==> src/core/scfg_pkg.sv <==
package scfg_pkg;
  localparam logic [7:0] ADDR_HS_MODE = 8'h00;
  localparam logic [7:0] ADDR_AUX_MODE = 8'h01;
  localparam logic [7:0] ADDR_RX_SET = 8'h10;
  localparam logic [7:0] ADDR_PULSE_LO = 8'h11;
  localparam logic [7:0] ADDR_PULSE_HI = 8'h12;
  localparam logic [7:0] ADDR_EQ_LO = 8'h13;
  localparam logic [7:0] ADDR_EQ_HI = 8'h14;
  localparam logic [7:0] ADDR_TX_SET = 8'h20;
  localparam logic [7:0] RST_HS_MODE = 8'h40;
  localparam logic [7:0] RST_AUX_MODE = 8'h40;
  localparam logic [7:0] RST_RX_SET = 8'h01;
  localparam logic [7:0] RST_PULSE = 8'h00;
  localparam logic [7:0] RST_EQ = 8'h00;
  localparam logic [7:0] RST_TX_SET = 8'h03;
  localparam logic [7:0] MASK_MODE = 8'h43;
  localparam logic [7:0] MASK_RX = 8'h01;
  localparam logic [7:0] MASK_TX = 8'h0f;
  localparam int EN_BIT = 6;
  localparam logic [3:0] ADDR_UPPER = 4'h9;
  localparam int CLOCK_HZ = 10000000;
  localparam int PULSE_MS = 100;
  localparam int PULSE_CYCLES = (CLOCK_HZ / 1000) * PULSE_MS;
  localparam int PULSE_CW = 20;

  typedef struct packed {
    logic fastPathEnable;
    logic [1:0] fastSourceSelect;
    logic sidePathEnable;
    logic [1:0] sideSourceSelect;
    logic inputTerminationOn;
    logic [15:0] terminationPulseSelect;
    logic [15:0] equalizerLevelSelect;
    logic [1:0] outputEmphasisLevel;
    logic outputTerminationOn;
    logic outputCurrentLevel;
  } scfg_settings_t;

  typedef struct packed {
    logic sclIn;
    logic sdaIn;
  } scfg_bus_in_t;
endpackage : scfg_pkg

==> src/core/scfg_pulse_timer.sv <==
module scfg_pulse_timer
  import scfg_pkg::*;
#(
  parameter int CYCLES = PULSE_CYCLES
) (
  input wire logic clock,
  input wire logic rst,
  input wire logic start,
  output logic active
);
  logic [PULSE_CW-1:0] count;

  always_ff @(posedge clock) begin
    if (rst) begin
      count <= '0;
    end else if (start) begin
      count <= PULSE_CW'(CYCLES);
    end else if (count != '0) begin
      count <= count - 1'b1;
    end
  end

  assign active = (count != '0);
endmodule : scfg_pulse_timer

==> src/core/scfg_reg8.sv <==
module scfg_reg8
  import scfg_pkg::*;
#(
  parameter logic [7:0] RESET_VALUE = 8'h00,
  parameter logic [7:0] MASK = 8'hff
) (
  input wire logic clock,
  input wire logic rst,
  input wire logic writeEn,
  input wire logic [7:0] writeData,
  output logic [7:0] value
);
  always_ff @(posedge clock) begin
    if (rst) begin
      value <= RESET_VALUE;
    end else if (writeEn) begin
      value <= writeData & MASK;
    end
  end
endmodule : scfg_reg8

==> src/core/scfg_register_bank.sv <==
// Summary of operation
// RULE1: Registers reached only over two-wire serial bus.
// RULE2: Address low three bits come from straps.
// RULE3: Serial access locks out straps until reset.
// RULE4: Enable zero turns fast channels off, standby.
// RULE5: Fast select 00..11 picks sources A..D.
// RULE6: Side enable zero disconnects all side inputs.
// RULE7: Sixteen pulse bits split over two registers.
// RULE8: Side select 00..11 picks groups A..D.
// RULE9: Pulse bit drops termination 100 ms.
// RULE10: Termination bit gates all input terminations.
// RULE11: Equalizer bit picks low or high level.
// RULE12: Unused bits read zero, stray writes ignored.
module scfg_register_bank
  import scfg_pkg::*;
(
  input wire logic clock,
  input wire logic rst,
  input wire logic sclIn,
  input wire logic sdaIn,
  output logic sdaOut,
  output logic sdaOe,
  input wire logic [2:0] addrStrap,
  input wire logic strapEnable,
  input wire logic [1:0] strapSource,
  input wire logic strapEqualizer,
  input wire logic [1:0] strapEmphasis,
  input wire logic strapOutTermination,
  input wire logic strapOutCurrent,
  output scfg_pkg::scfg_settings_t settings,
  output logic fastStandby,
  output logic [3:0] fastRouteOneHot,
  output logic [3:0] sideRouteOneHot,
  output logic [15:0] inputTermConnect,
  output logic serialLocked
);
  import scfg_pkg::*;

  typedef enum {S_IDLE, S_DEVADDR, S_ACKADDR, S_REGADDR, S_ACKREG,
    S_WDATA, S_ACKW, S_RDATA, S_ACKR, S_SKIP} scfg_state_t;

  scfg_state_t state;
  logic sclPrev;
  logic sdaPrev;
  logic [7:0] shiftReg;
  logic [3:0] bitCount;
  logic [7:0] regPtr;
  logic readMode;
  logic [7:0] readByte;
  logic [7:0] hsMode, auxMode, rxSet, pulseLo, pulseHi, eqLo, eqHi, txSet;
  logic [7:0] wrEn;
  logic writeStrobe;
  logic [7:0] next_readByte;
  logic [1:0] prevSource;
  logic sourceChange;
  logic [15:0] pulseActive;

  wire sclRise = sclIn && !sclPrev;
  wire sclFall = !sclIn && sclPrev;
  wire startCond = sclIn && sclPrev && sdaPrev && !sdaIn;
  wire stopCond = sclIn && sclPrev && !sdaPrev && sdaIn;
  wire [6:0] ownAddr = {ADDR_UPPER, addrStrap}; // RULE2

  always_ff @(posedge clock) begin
    if (rst) begin
      sclPrev <= 1'b1;
      sdaPrev <= 1'b1;
    end else begin
      sclPrev <= sclIn;
      sdaPrev <= sdaIn;
    end
  end

  // The slave follows the bus on the system clock, so SCL must stay well below its rate.
  always_ff @(posedge clock) begin // RULE1
    if (rst) begin
      state <= S_IDLE;
      bitCount <= 4'h0;
      shiftReg <= 8'h00;
      regPtr <= 8'h00;
      readMode <= 1'b0;
    end else if (startCond) begin
      state <= S_DEVADDR;
      bitCount <= 4'h0;
    end else if (stopCond) begin
      state <= S_IDLE;
    end else if (sclRise) begin
      unique case (state)
        S_DEVADDR, S_REGADDR, S_WDATA: begin
          shiftReg <= {shiftReg[6:0], sdaIn};
          bitCount <= bitCount + 4'h1;
        end
        S_RDATA: begin
          bitCount <= bitCount + 4'h1;
        end
        S_ACKR: begin
          if (sdaIn) begin
            state <= S_SKIP;
          end
        end
        default: begin
        end
      endcase
    end else if (sclFall) begin
      unique case (state)
        S_DEVADDR: begin
          if (bitCount == 4'h8) begin
            if (shiftReg[7:1] == ownAddr) begin
              state <= S_ACKADDR;
              readMode <= shiftReg[0];
            end else begin
              state <= S_SKIP;
            end
          end
        end
        S_ACKADDR: begin
          bitCount <= 4'h0;
          state <= readMode ? S_RDATA : S_REGADDR;
        end
        S_REGADDR: begin
          if (bitCount == 4'h8) begin
            regPtr <= shiftReg;
            state <= S_ACKREG;
          end
        end
        S_ACKREG: begin
          bitCount <= 4'h0;
          state <= S_WDATA;
        end
        S_WDATA: begin
          if (bitCount == 4'h8) begin
            state <= S_ACKW;
          end
        end
        S_ACKW: begin
          bitCount <= 4'h0;
          regPtr <= regPtr + 8'h01;
          state <= S_WDATA;
        end
        S_RDATA: begin
          if (bitCount == 4'h8) begin
            state <= S_ACKR;
          end
        end
        S_ACKR: begin
          bitCount <= 4'h0;
          regPtr <= regPtr + 8'h01;
          state <= S_RDATA;
        end
        default: begin
        end
      endcase
    end
  end

  assign writeStrobe = sclFall && (state == S_WDATA) && (bitCount == 4'h8);

  // Writes to unmapped addresses are still acknowledged but land in no register.
  always_comb begin
    wrEn = 8'h00;
    if (writeStrobe) begin // RULE12
      unique case (regPtr)
        ADDR_HS_MODE: wrEn[0] = 1'b1;
        ADDR_AUX_MODE: wrEn[1] = 1'b1;
        ADDR_RX_SET: wrEn[2] = 1'b1;
        ADDR_PULSE_LO: wrEn[3] = 1'b1;
        ADDR_PULSE_HI: wrEn[4] = 1'b1;
        ADDR_EQ_LO: wrEn[5] = 1'b1;
        ADDR_EQ_HI: wrEn[6] = 1'b1;
        ADDR_TX_SET: wrEn[7] = 1'b1;
        default: wrEn = 8'h00;
      endcase
    end
  end

  scfg_reg8 #(.RESET_VALUE(RST_HS_MODE), .MASK(MASK_MODE)) uHs (.clock(clock), .rst(rst),
    .writeEn(wrEn[0]), .writeData(shiftReg), .value(hsMode));
  scfg_reg8 #(.RESET_VALUE(RST_AUX_MODE), .MASK(MASK_MODE)) uAux (.clock(clock), .rst(rst),
    .writeEn(wrEn[1]), .writeData(shiftReg), .value(auxMode));
  scfg_reg8 #(.RESET_VALUE(RST_RX_SET), .MASK(MASK_RX)) uRx (.clock(clock), .rst(rst),
    .writeEn(wrEn[2]), .writeData(shiftReg), .value(rxSet));
  scfg_reg8 #(.RESET_VALUE(RST_PULSE)) uPtLo (.clock(clock), .rst(rst), // RULE7
    .writeEn(wrEn[3]), .writeData(shiftReg), .value(pulseLo));
  scfg_reg8 #(.RESET_VALUE(RST_PULSE)) uPtHi (.clock(clock), .rst(rst), // RULE7
    .writeEn(wrEn[4]), .writeData(shiftReg), .value(pulseHi));
  scfg_reg8 #(.RESET_VALUE(RST_EQ)) uEqLo (.clock(clock), .rst(rst),
    .writeEn(wrEn[5]), .writeData(shiftReg), .value(eqLo));
  scfg_reg8 #(.RESET_VALUE(RST_EQ)) uEqHi (.clock(clock), .rst(rst),
    .writeEn(wrEn[6]), .writeData(shiftReg), .value(eqHi));
  scfg_reg8 #(.RESET_VALUE(RST_TX_SET), .MASK(MASK_TX)) uTx (.clock(clock), .rst(rst),
    .writeEn(wrEn[7]), .writeData(shiftReg), .value(txSet));

  always_comb begin
    unique case (regPtr)
      ADDR_HS_MODE: next_readByte = hsMode;
      ADDR_AUX_MODE: next_readByte = auxMode;
      ADDR_RX_SET: next_readByte = rxSet;
      ADDR_PULSE_LO: next_readByte = pulseLo;
      ADDR_PULSE_HI: next_readByte = pulseHi;
      ADDR_EQ_LO: next_readByte = eqLo;
      ADDR_EQ_HI: next_readByte = eqHi;
      ADDR_TX_SET: next_readByte = txSet;
      default: next_readByte = 8'h00; // RULE12
    endcase
  end

  // The read byte is captured as the data phase opens so it cannot shift mid-byte.
  always_ff @(posedge clock) begin
    if (rst) begin
      readByte <= 8'h00;
    end else if (sclFall && (state == S_ACKADDR || state == S_ACKR)) begin
      readByte <= next_readByte;
    end else if (sclFall && state == S_RDATA && bitCount != 4'h0) begin
      readByte <= {readByte[6:0], 1'b0};
    end
  end

  always_ff @(posedge clock) begin
    if (rst) begin
      sdaOut <= 1'b1;
      sdaOe <= 1'b0;
    end else if (startCond || stopCond) begin
      sdaOe <= 1'b0;
    end else if (sclFall) begin
      sdaOut <= 1'b0;
      sdaOe <= 1'b0;
      if ((state == S_DEVADDR && bitCount == 4'h8 && shiftReg[7:1] == ownAddr) ||
          (state == S_REGADDR && bitCount == 4'h8) ||
          (state == S_WDATA && bitCount == 4'h8)) begin
        sdaOe <= 1'b1;
      end else if (state == S_ACKADDR && readMode || state == S_ACKR) begin
        sdaOe <= !next_readByte[7];
      end else if (state == S_RDATA && bitCount != 4'h8) begin
        sdaOe <= !readByte[6];
      end
    end
  end

  // Any addressed transfer counts as a serial access, a read included.
  always_ff @(posedge clock) begin
    if (rst) begin
      serialLocked <= 1'b0;
    end else if (state == S_ACKADDR) begin // RULE3
      serialLocked <= 1'b1;
    end
  end

  always_comb begin
    if (serialLocked) begin
      settings.fastPathEnable = hsMode[EN_BIT];
      settings.fastSourceSelect = hsMode[1:0];
      settings.sidePathEnable = auxMode[EN_BIT];
      settings.sideSourceSelect = auxMode[1:0];
      settings.inputTerminationOn = rxSet[0];
      settings.terminationPulseSelect = {pulseHi, pulseLo};
      settings.equalizerLevelSelect = {eqHi, eqLo}; // RULE11
      settings.outputEmphasisLevel = txSet[3:2];
      settings.outputTerminationOn = txSet[1];
      settings.outputCurrentLevel = txSet[0];
    end else begin // RULE3
      settings.fastPathEnable = strapEnable;
      settings.fastSourceSelect = strapSource;
      settings.sidePathEnable = RST_AUX_MODE[EN_BIT];
      settings.sideSourceSelect = strapSource;
      settings.inputTerminationOn = RST_RX_SET[0];
      settings.terminationPulseSelect = {RST_PULSE, RST_PULSE};
      settings.equalizerLevelSelect = {16{strapEqualizer}}; // RULE11
      settings.outputEmphasisLevel = strapEmphasis;
      settings.outputTerminationOn = strapOutTermination;
      settings.outputCurrentLevel = strapOutCurrent;
    end
  end

  assign fastStandby = !settings.fastPathEnable; // RULE4
  assign fastRouteOneHot = settings.fastPathEnable ?
    4'h1 << settings.fastSourceSelect : 4'h0; // RULE5
  assign sideRouteOneHot = settings.sidePathEnable ?
    4'h1 << settings.sideSourceSelect : 4'h0; // RULE6 RULE8

  always_ff @(posedge clock) begin
    if (rst) begin
      prevSource <= 2'h0;
    end else begin
      prevSource <= settings.fastSourceSelect;
    end
  end

  assign sourceChange = prevSource != settings.fastSourceSelect;

  // A new source restarts every selected timer, even one that is still running.
  for (genvar i = 0; i < 16; i++) begin : gPulse
    scfg_pulse_timer uTimer (
      .clock(clock),
      .rst(rst),
      .start(sourceChange && settings.terminationPulseSelect[i]), // RULE9
      .active(pulseActive[i])
    );
  end

  assign inputTermConnect = {16{settings.inputTerminationOn}} & ~pulseActive; // RULE10
endmodule : scfg_register_bank

==> config.mk <==
export PLATFORM = sky130hd
export DESIGN_NAME = scfg_register_bank
export DESIGN_NICKNAME = d
export VERILOG_FILES = /design/src/core/scfg_pkg.sv /design/src/core/scfg_pulse_timer.sv /design/src/core/scfg_reg8.sv /design/src/core/scfg_register_bank.sv
export SDC_FILE = /design/constraint.sdc
export NUM_CORES = 1
export LEC_CHECK = 0
export BUFFER_PORTS_ARGS = -buffer_cell sky130_fd_sc_hd__buf_2
export CAP_MARGIN = 20
export CORE_UTILIZATION = 56
export DETAILED_ROUTE_END_ITERATION = 8
export PLACE_DENSITY_LB_ADDON = 0.2
export SYNTH_ARGS = -nofsm -noshare
export SYNTH_HDL_FRONTEND = slang
export SYNTH_SLANG_ARGS = --single-unit
==> constraint.sdc <==
create_clock -name clock -period 2.8 [get_ports clock]
set_clock_uncertainty 0.2 [all_clocks]
set_input_delay 0.42 -clock clock [delete_from_list [all_inputs] [get_ports clock]]
set_output_delay 0.42 -clock clock [all_outputs]
set_load 0.03 [all_outputs]
==> qor.txt <==
RSZ-0062 raised after global routing: true
router iterations before antenna repair: 9
vias per inst: 6.04
Initial Util: 57.0%
CP Data Arrival Time: 2.56 ns
Hold WC Path Type: input pin to register
WP data required: 2.18 ns
CTS clk-pin slew, worst paths: 0.06 ns
worst slew pin tran: 0.789 ns
die outline area: 37,000 sq um
outcome: complete, but fails checks
core area: 35,700 sq um
top-level I/O count: 86
DR DRC count: 16
worst-path maximum fanout: 2
top cells by count, synth: 402 x dfxtp_1, 325 x nor2_1, 157 x a21oi_1
reg2reg setup slack: 0.14 ns
die width: 192 microns
ANT nets after route: 0
leakage: 9.37 nW
# placed instances: 2,983
largest net degree at the start of global routing: 117
DP Wirelength: 34,300 microns
n_diodes: 0
FP Rows: 69
Fmax achieved: 315 MHz
Final Hold Viols: 0
Int Pwr: 19.2 mW
Hold Crit Depth: 3
Post-synth EDFFs: 0
combinational power share: 51.9%
Clock Sinks: 402
Slew Viols, Final: 0
Async S/R FF share, synth: 0%
P_sw: 13.5 mW
first-pass GRT wire length: 84,100 microns
initial antenna violation count: 1
R2R cell count: 8
share of post-route cells with drive strength above 1: 16.9%
pre-CTS setup slack: -0.00313 ns
Max H-tree Level: 2
fin area: 24,200 sq um
synthesis-stage register bit count: 402
Critical Path Sink Type: output pin
Yosys top cell by area: dfxtp_1
Final WS setup: -0.377 ns
Sw Ratio: 41.4%
global route overflow: 0
Slew HR: 47.1%
DR iter-0 viols: 1,436
vias in the first global route: 17,392
Finished Layout Cells: 3,095
sequential share of power: 28.6%
Layout area overhead: 18.9%
Mapped Avg Cell Area: 8.31 sq um
fin nets: 2,642
most common cell in the netlist: dfxtp_1
crit share post-route: 113%
Setup CP Type: register to output pin
via count: 18,707
min cycle time layout: 3.18 ns
placed instance area: 21,800 sq um
Max Cap Viol: 0
sequential-to-total area share from yosys stat: 39.6%
Die Y: 192 microns
Synth area leaders: dfxtp_1 40%, nor2_1 6.0%, xor2_1 4.9%, a21oi_1 3.9%, mux2i_1 3.7%
input/output buffers: 85
PD cells: 1350 nW/um^2
failing checks: design-rule violations, negative setup slack
Warnings, synthesis: 0
share of power burned in the clock network: 19.5%
Fillers: 2,888
Total GRT Usage: 27.4%
Mapped Nets: 2,487
CTS tree: built
Cells after Synth: 2,446
total power: 32.7 mW
GP Congestion: 0.888
Cell variety after synth: 77
Synth top area share: 39.6%
cts bufs inserted: 44
cell area after synthesis: 20,300 sq um
clock root cell: clkbuf_16
# setup viols final: 6
Routed WL: 51,300 microns
wire per inst: 16.6 microns
CTS Buffer Depth: 3
worst skew pair latency: 0.56 ns
Max IR drop VDD: 0.949 mV
dominant synthesized flop cell: dfxtp_1
CP Launch Type: register
-- routing by layer --
layer  up-vias  routed length [microns]  part of all wire (%)  track usage [%]
met5         -                        0                     0                0
li1       9174                        -                     -                -
met1      8872                    23200                    45             37.3
met4         0                     1160                   2.3             9.12
met3        93                     3440                   6.7             4.47
met2       568                    23500                    46             44.0
-- final timing paths --
| check | startpoint | end |
|---|---|---|
| setup reg to reg | gPulse[12].uTimer.count[12] | gPulse[12].uTimer.count[9] |
| hold reg to reg | readByte[0] | readByte[0] |
| setup / recovery | gPulse[9].uTimer.count[5] | inputTermConnect[9] |
| hold / removal | rst | gPulse[1].uTimer.count[18] |
-- cell type report --
cell class                      count  area (sq um)  area share [%]
Inverter                           68           255            1.06
Tap cell                          461           577            2.39
Clock inverter                     14           273            1.13
Clock buffer                       65          1340            5.55
Multi-Input combinational cell   1851         12000            49.6
Sequential cell                   402          8080            33.5
Timing Repair Buffer              234          1640            6.80
-- cell usage in the layout, fill, tap and decap left out, types with 14 or more instances in the layout --
cell / synthesis / layout
buf_2: 8 / 70
or3_1: 63 / 57
nand3b_1: 15 / 15
or4_4: 1 / 17
o211ai_1: 68 / 68
buf_4: 0 / 149
nand3_1: 71 / 67
nand2b_1: 23 / 21
nor2b_1: 18 / 17
nor3_1: 92 / 85
xnor2_1: 85 / 85
and2_1: 27 / 27
dfxtp_1: 402 / 381
nand2_1: 143 / 140
nor4_1: 63 / 54
nor2_1: 325 / 311
o31ai_1: 21 / 21
o21ai_0: 93 / 92
nand4b_1: 23 / 23
a31oi_1: 44 / 44
dfxtp_2: 0 / 17
xor2_1: 114 / 114
inv_1: 67 / 65
clkbuf_16: 0 / 45
clkbuf_8: 0 / 14
nand4_1: 24 / 24
a211oi_1: 37 / 37
or2_2: 17 / 14
mux2i_1: 75 / 75
or4_1: 61 / 45
a21oi_1: 157 / 157
ha_1: 26 / 23
-- flip-flops by register name (all words and copies together), names as in the netlist --
register and flops:
sclPrev 1, regPtr 8, uPtLo.value 8, uAux.value 3, readByte 7, serialLocked 1
prevSource 2, gPulse.uTimer.count 320, uTx.value 4, bitCount 4, state 4, sdaOe 1
sdaOut 1, uPtHi.value 8, readMode 1, shiftReg 8, uHs.value 3, uEqLo.value 8
uEqHi.value 8, uRx.value 1, sdaPrev 1
-- worst max-delay path, cell delays in order, from the launching register on --
cell	delay (ns)
dfxtp_1	0.31
or4_4	0.53
or4_4	0.50
or4_4	0.45
nor2_4	0.09
buf_6	0.13
-- per-stage QoR --
stage	hold slack [ns]	util, %	setup TNS, ns
after floorplan	0.235	-	-0.0544
after global placement	0.249	61.0	-0.00550
after detailed placement	0.256	61.0	-0.00313
after CTS	0.166	67.0	-1.28
after global routing	0.202	67.8	-1.48
final	0.175	67.8	-1.01
-- timing repair --
item,4_1_cts,5_1_grt
setup buffers,27,4
pin swaps,23,12
setup endpoints to repair,26,19
hold buffers,2,0
gates resized for setup,83,58
endpoints found under the hold margin,2,0
-- cells by family (layout without fill, tap and decap cells) --
logic type	after synthesis	in the layout	synth area share [%]
AOI/OAI and AO/OA	516	516	16.2
xor gates and xnor gates	199	199	8.58
adders and majority gates	26	26	1.60
buffers and inverters	193	381	3.62
DFF	402	402	39.6
muxes	80	80	3.97
and+or+nand+nor	1030	1030	26.4
-- power by group through the flow --
stage | logic, mW | clock network, mW | registers (mW)
5_1_grt | 18.8 | 6.72 | 9.60
3_5_place_dp | 15.3 | 0 | 9.27
3_3_place_gp | 14.8 | 0 | 9.16
4_1_cts | 16.4 | 6.47 | 9.22
6_report | 17.0 | 6.37 | 9.34
2_1_floorplan | 11.6 | 0 | 8.90
No activity file was read; power rests on OpenSTA's default activity.
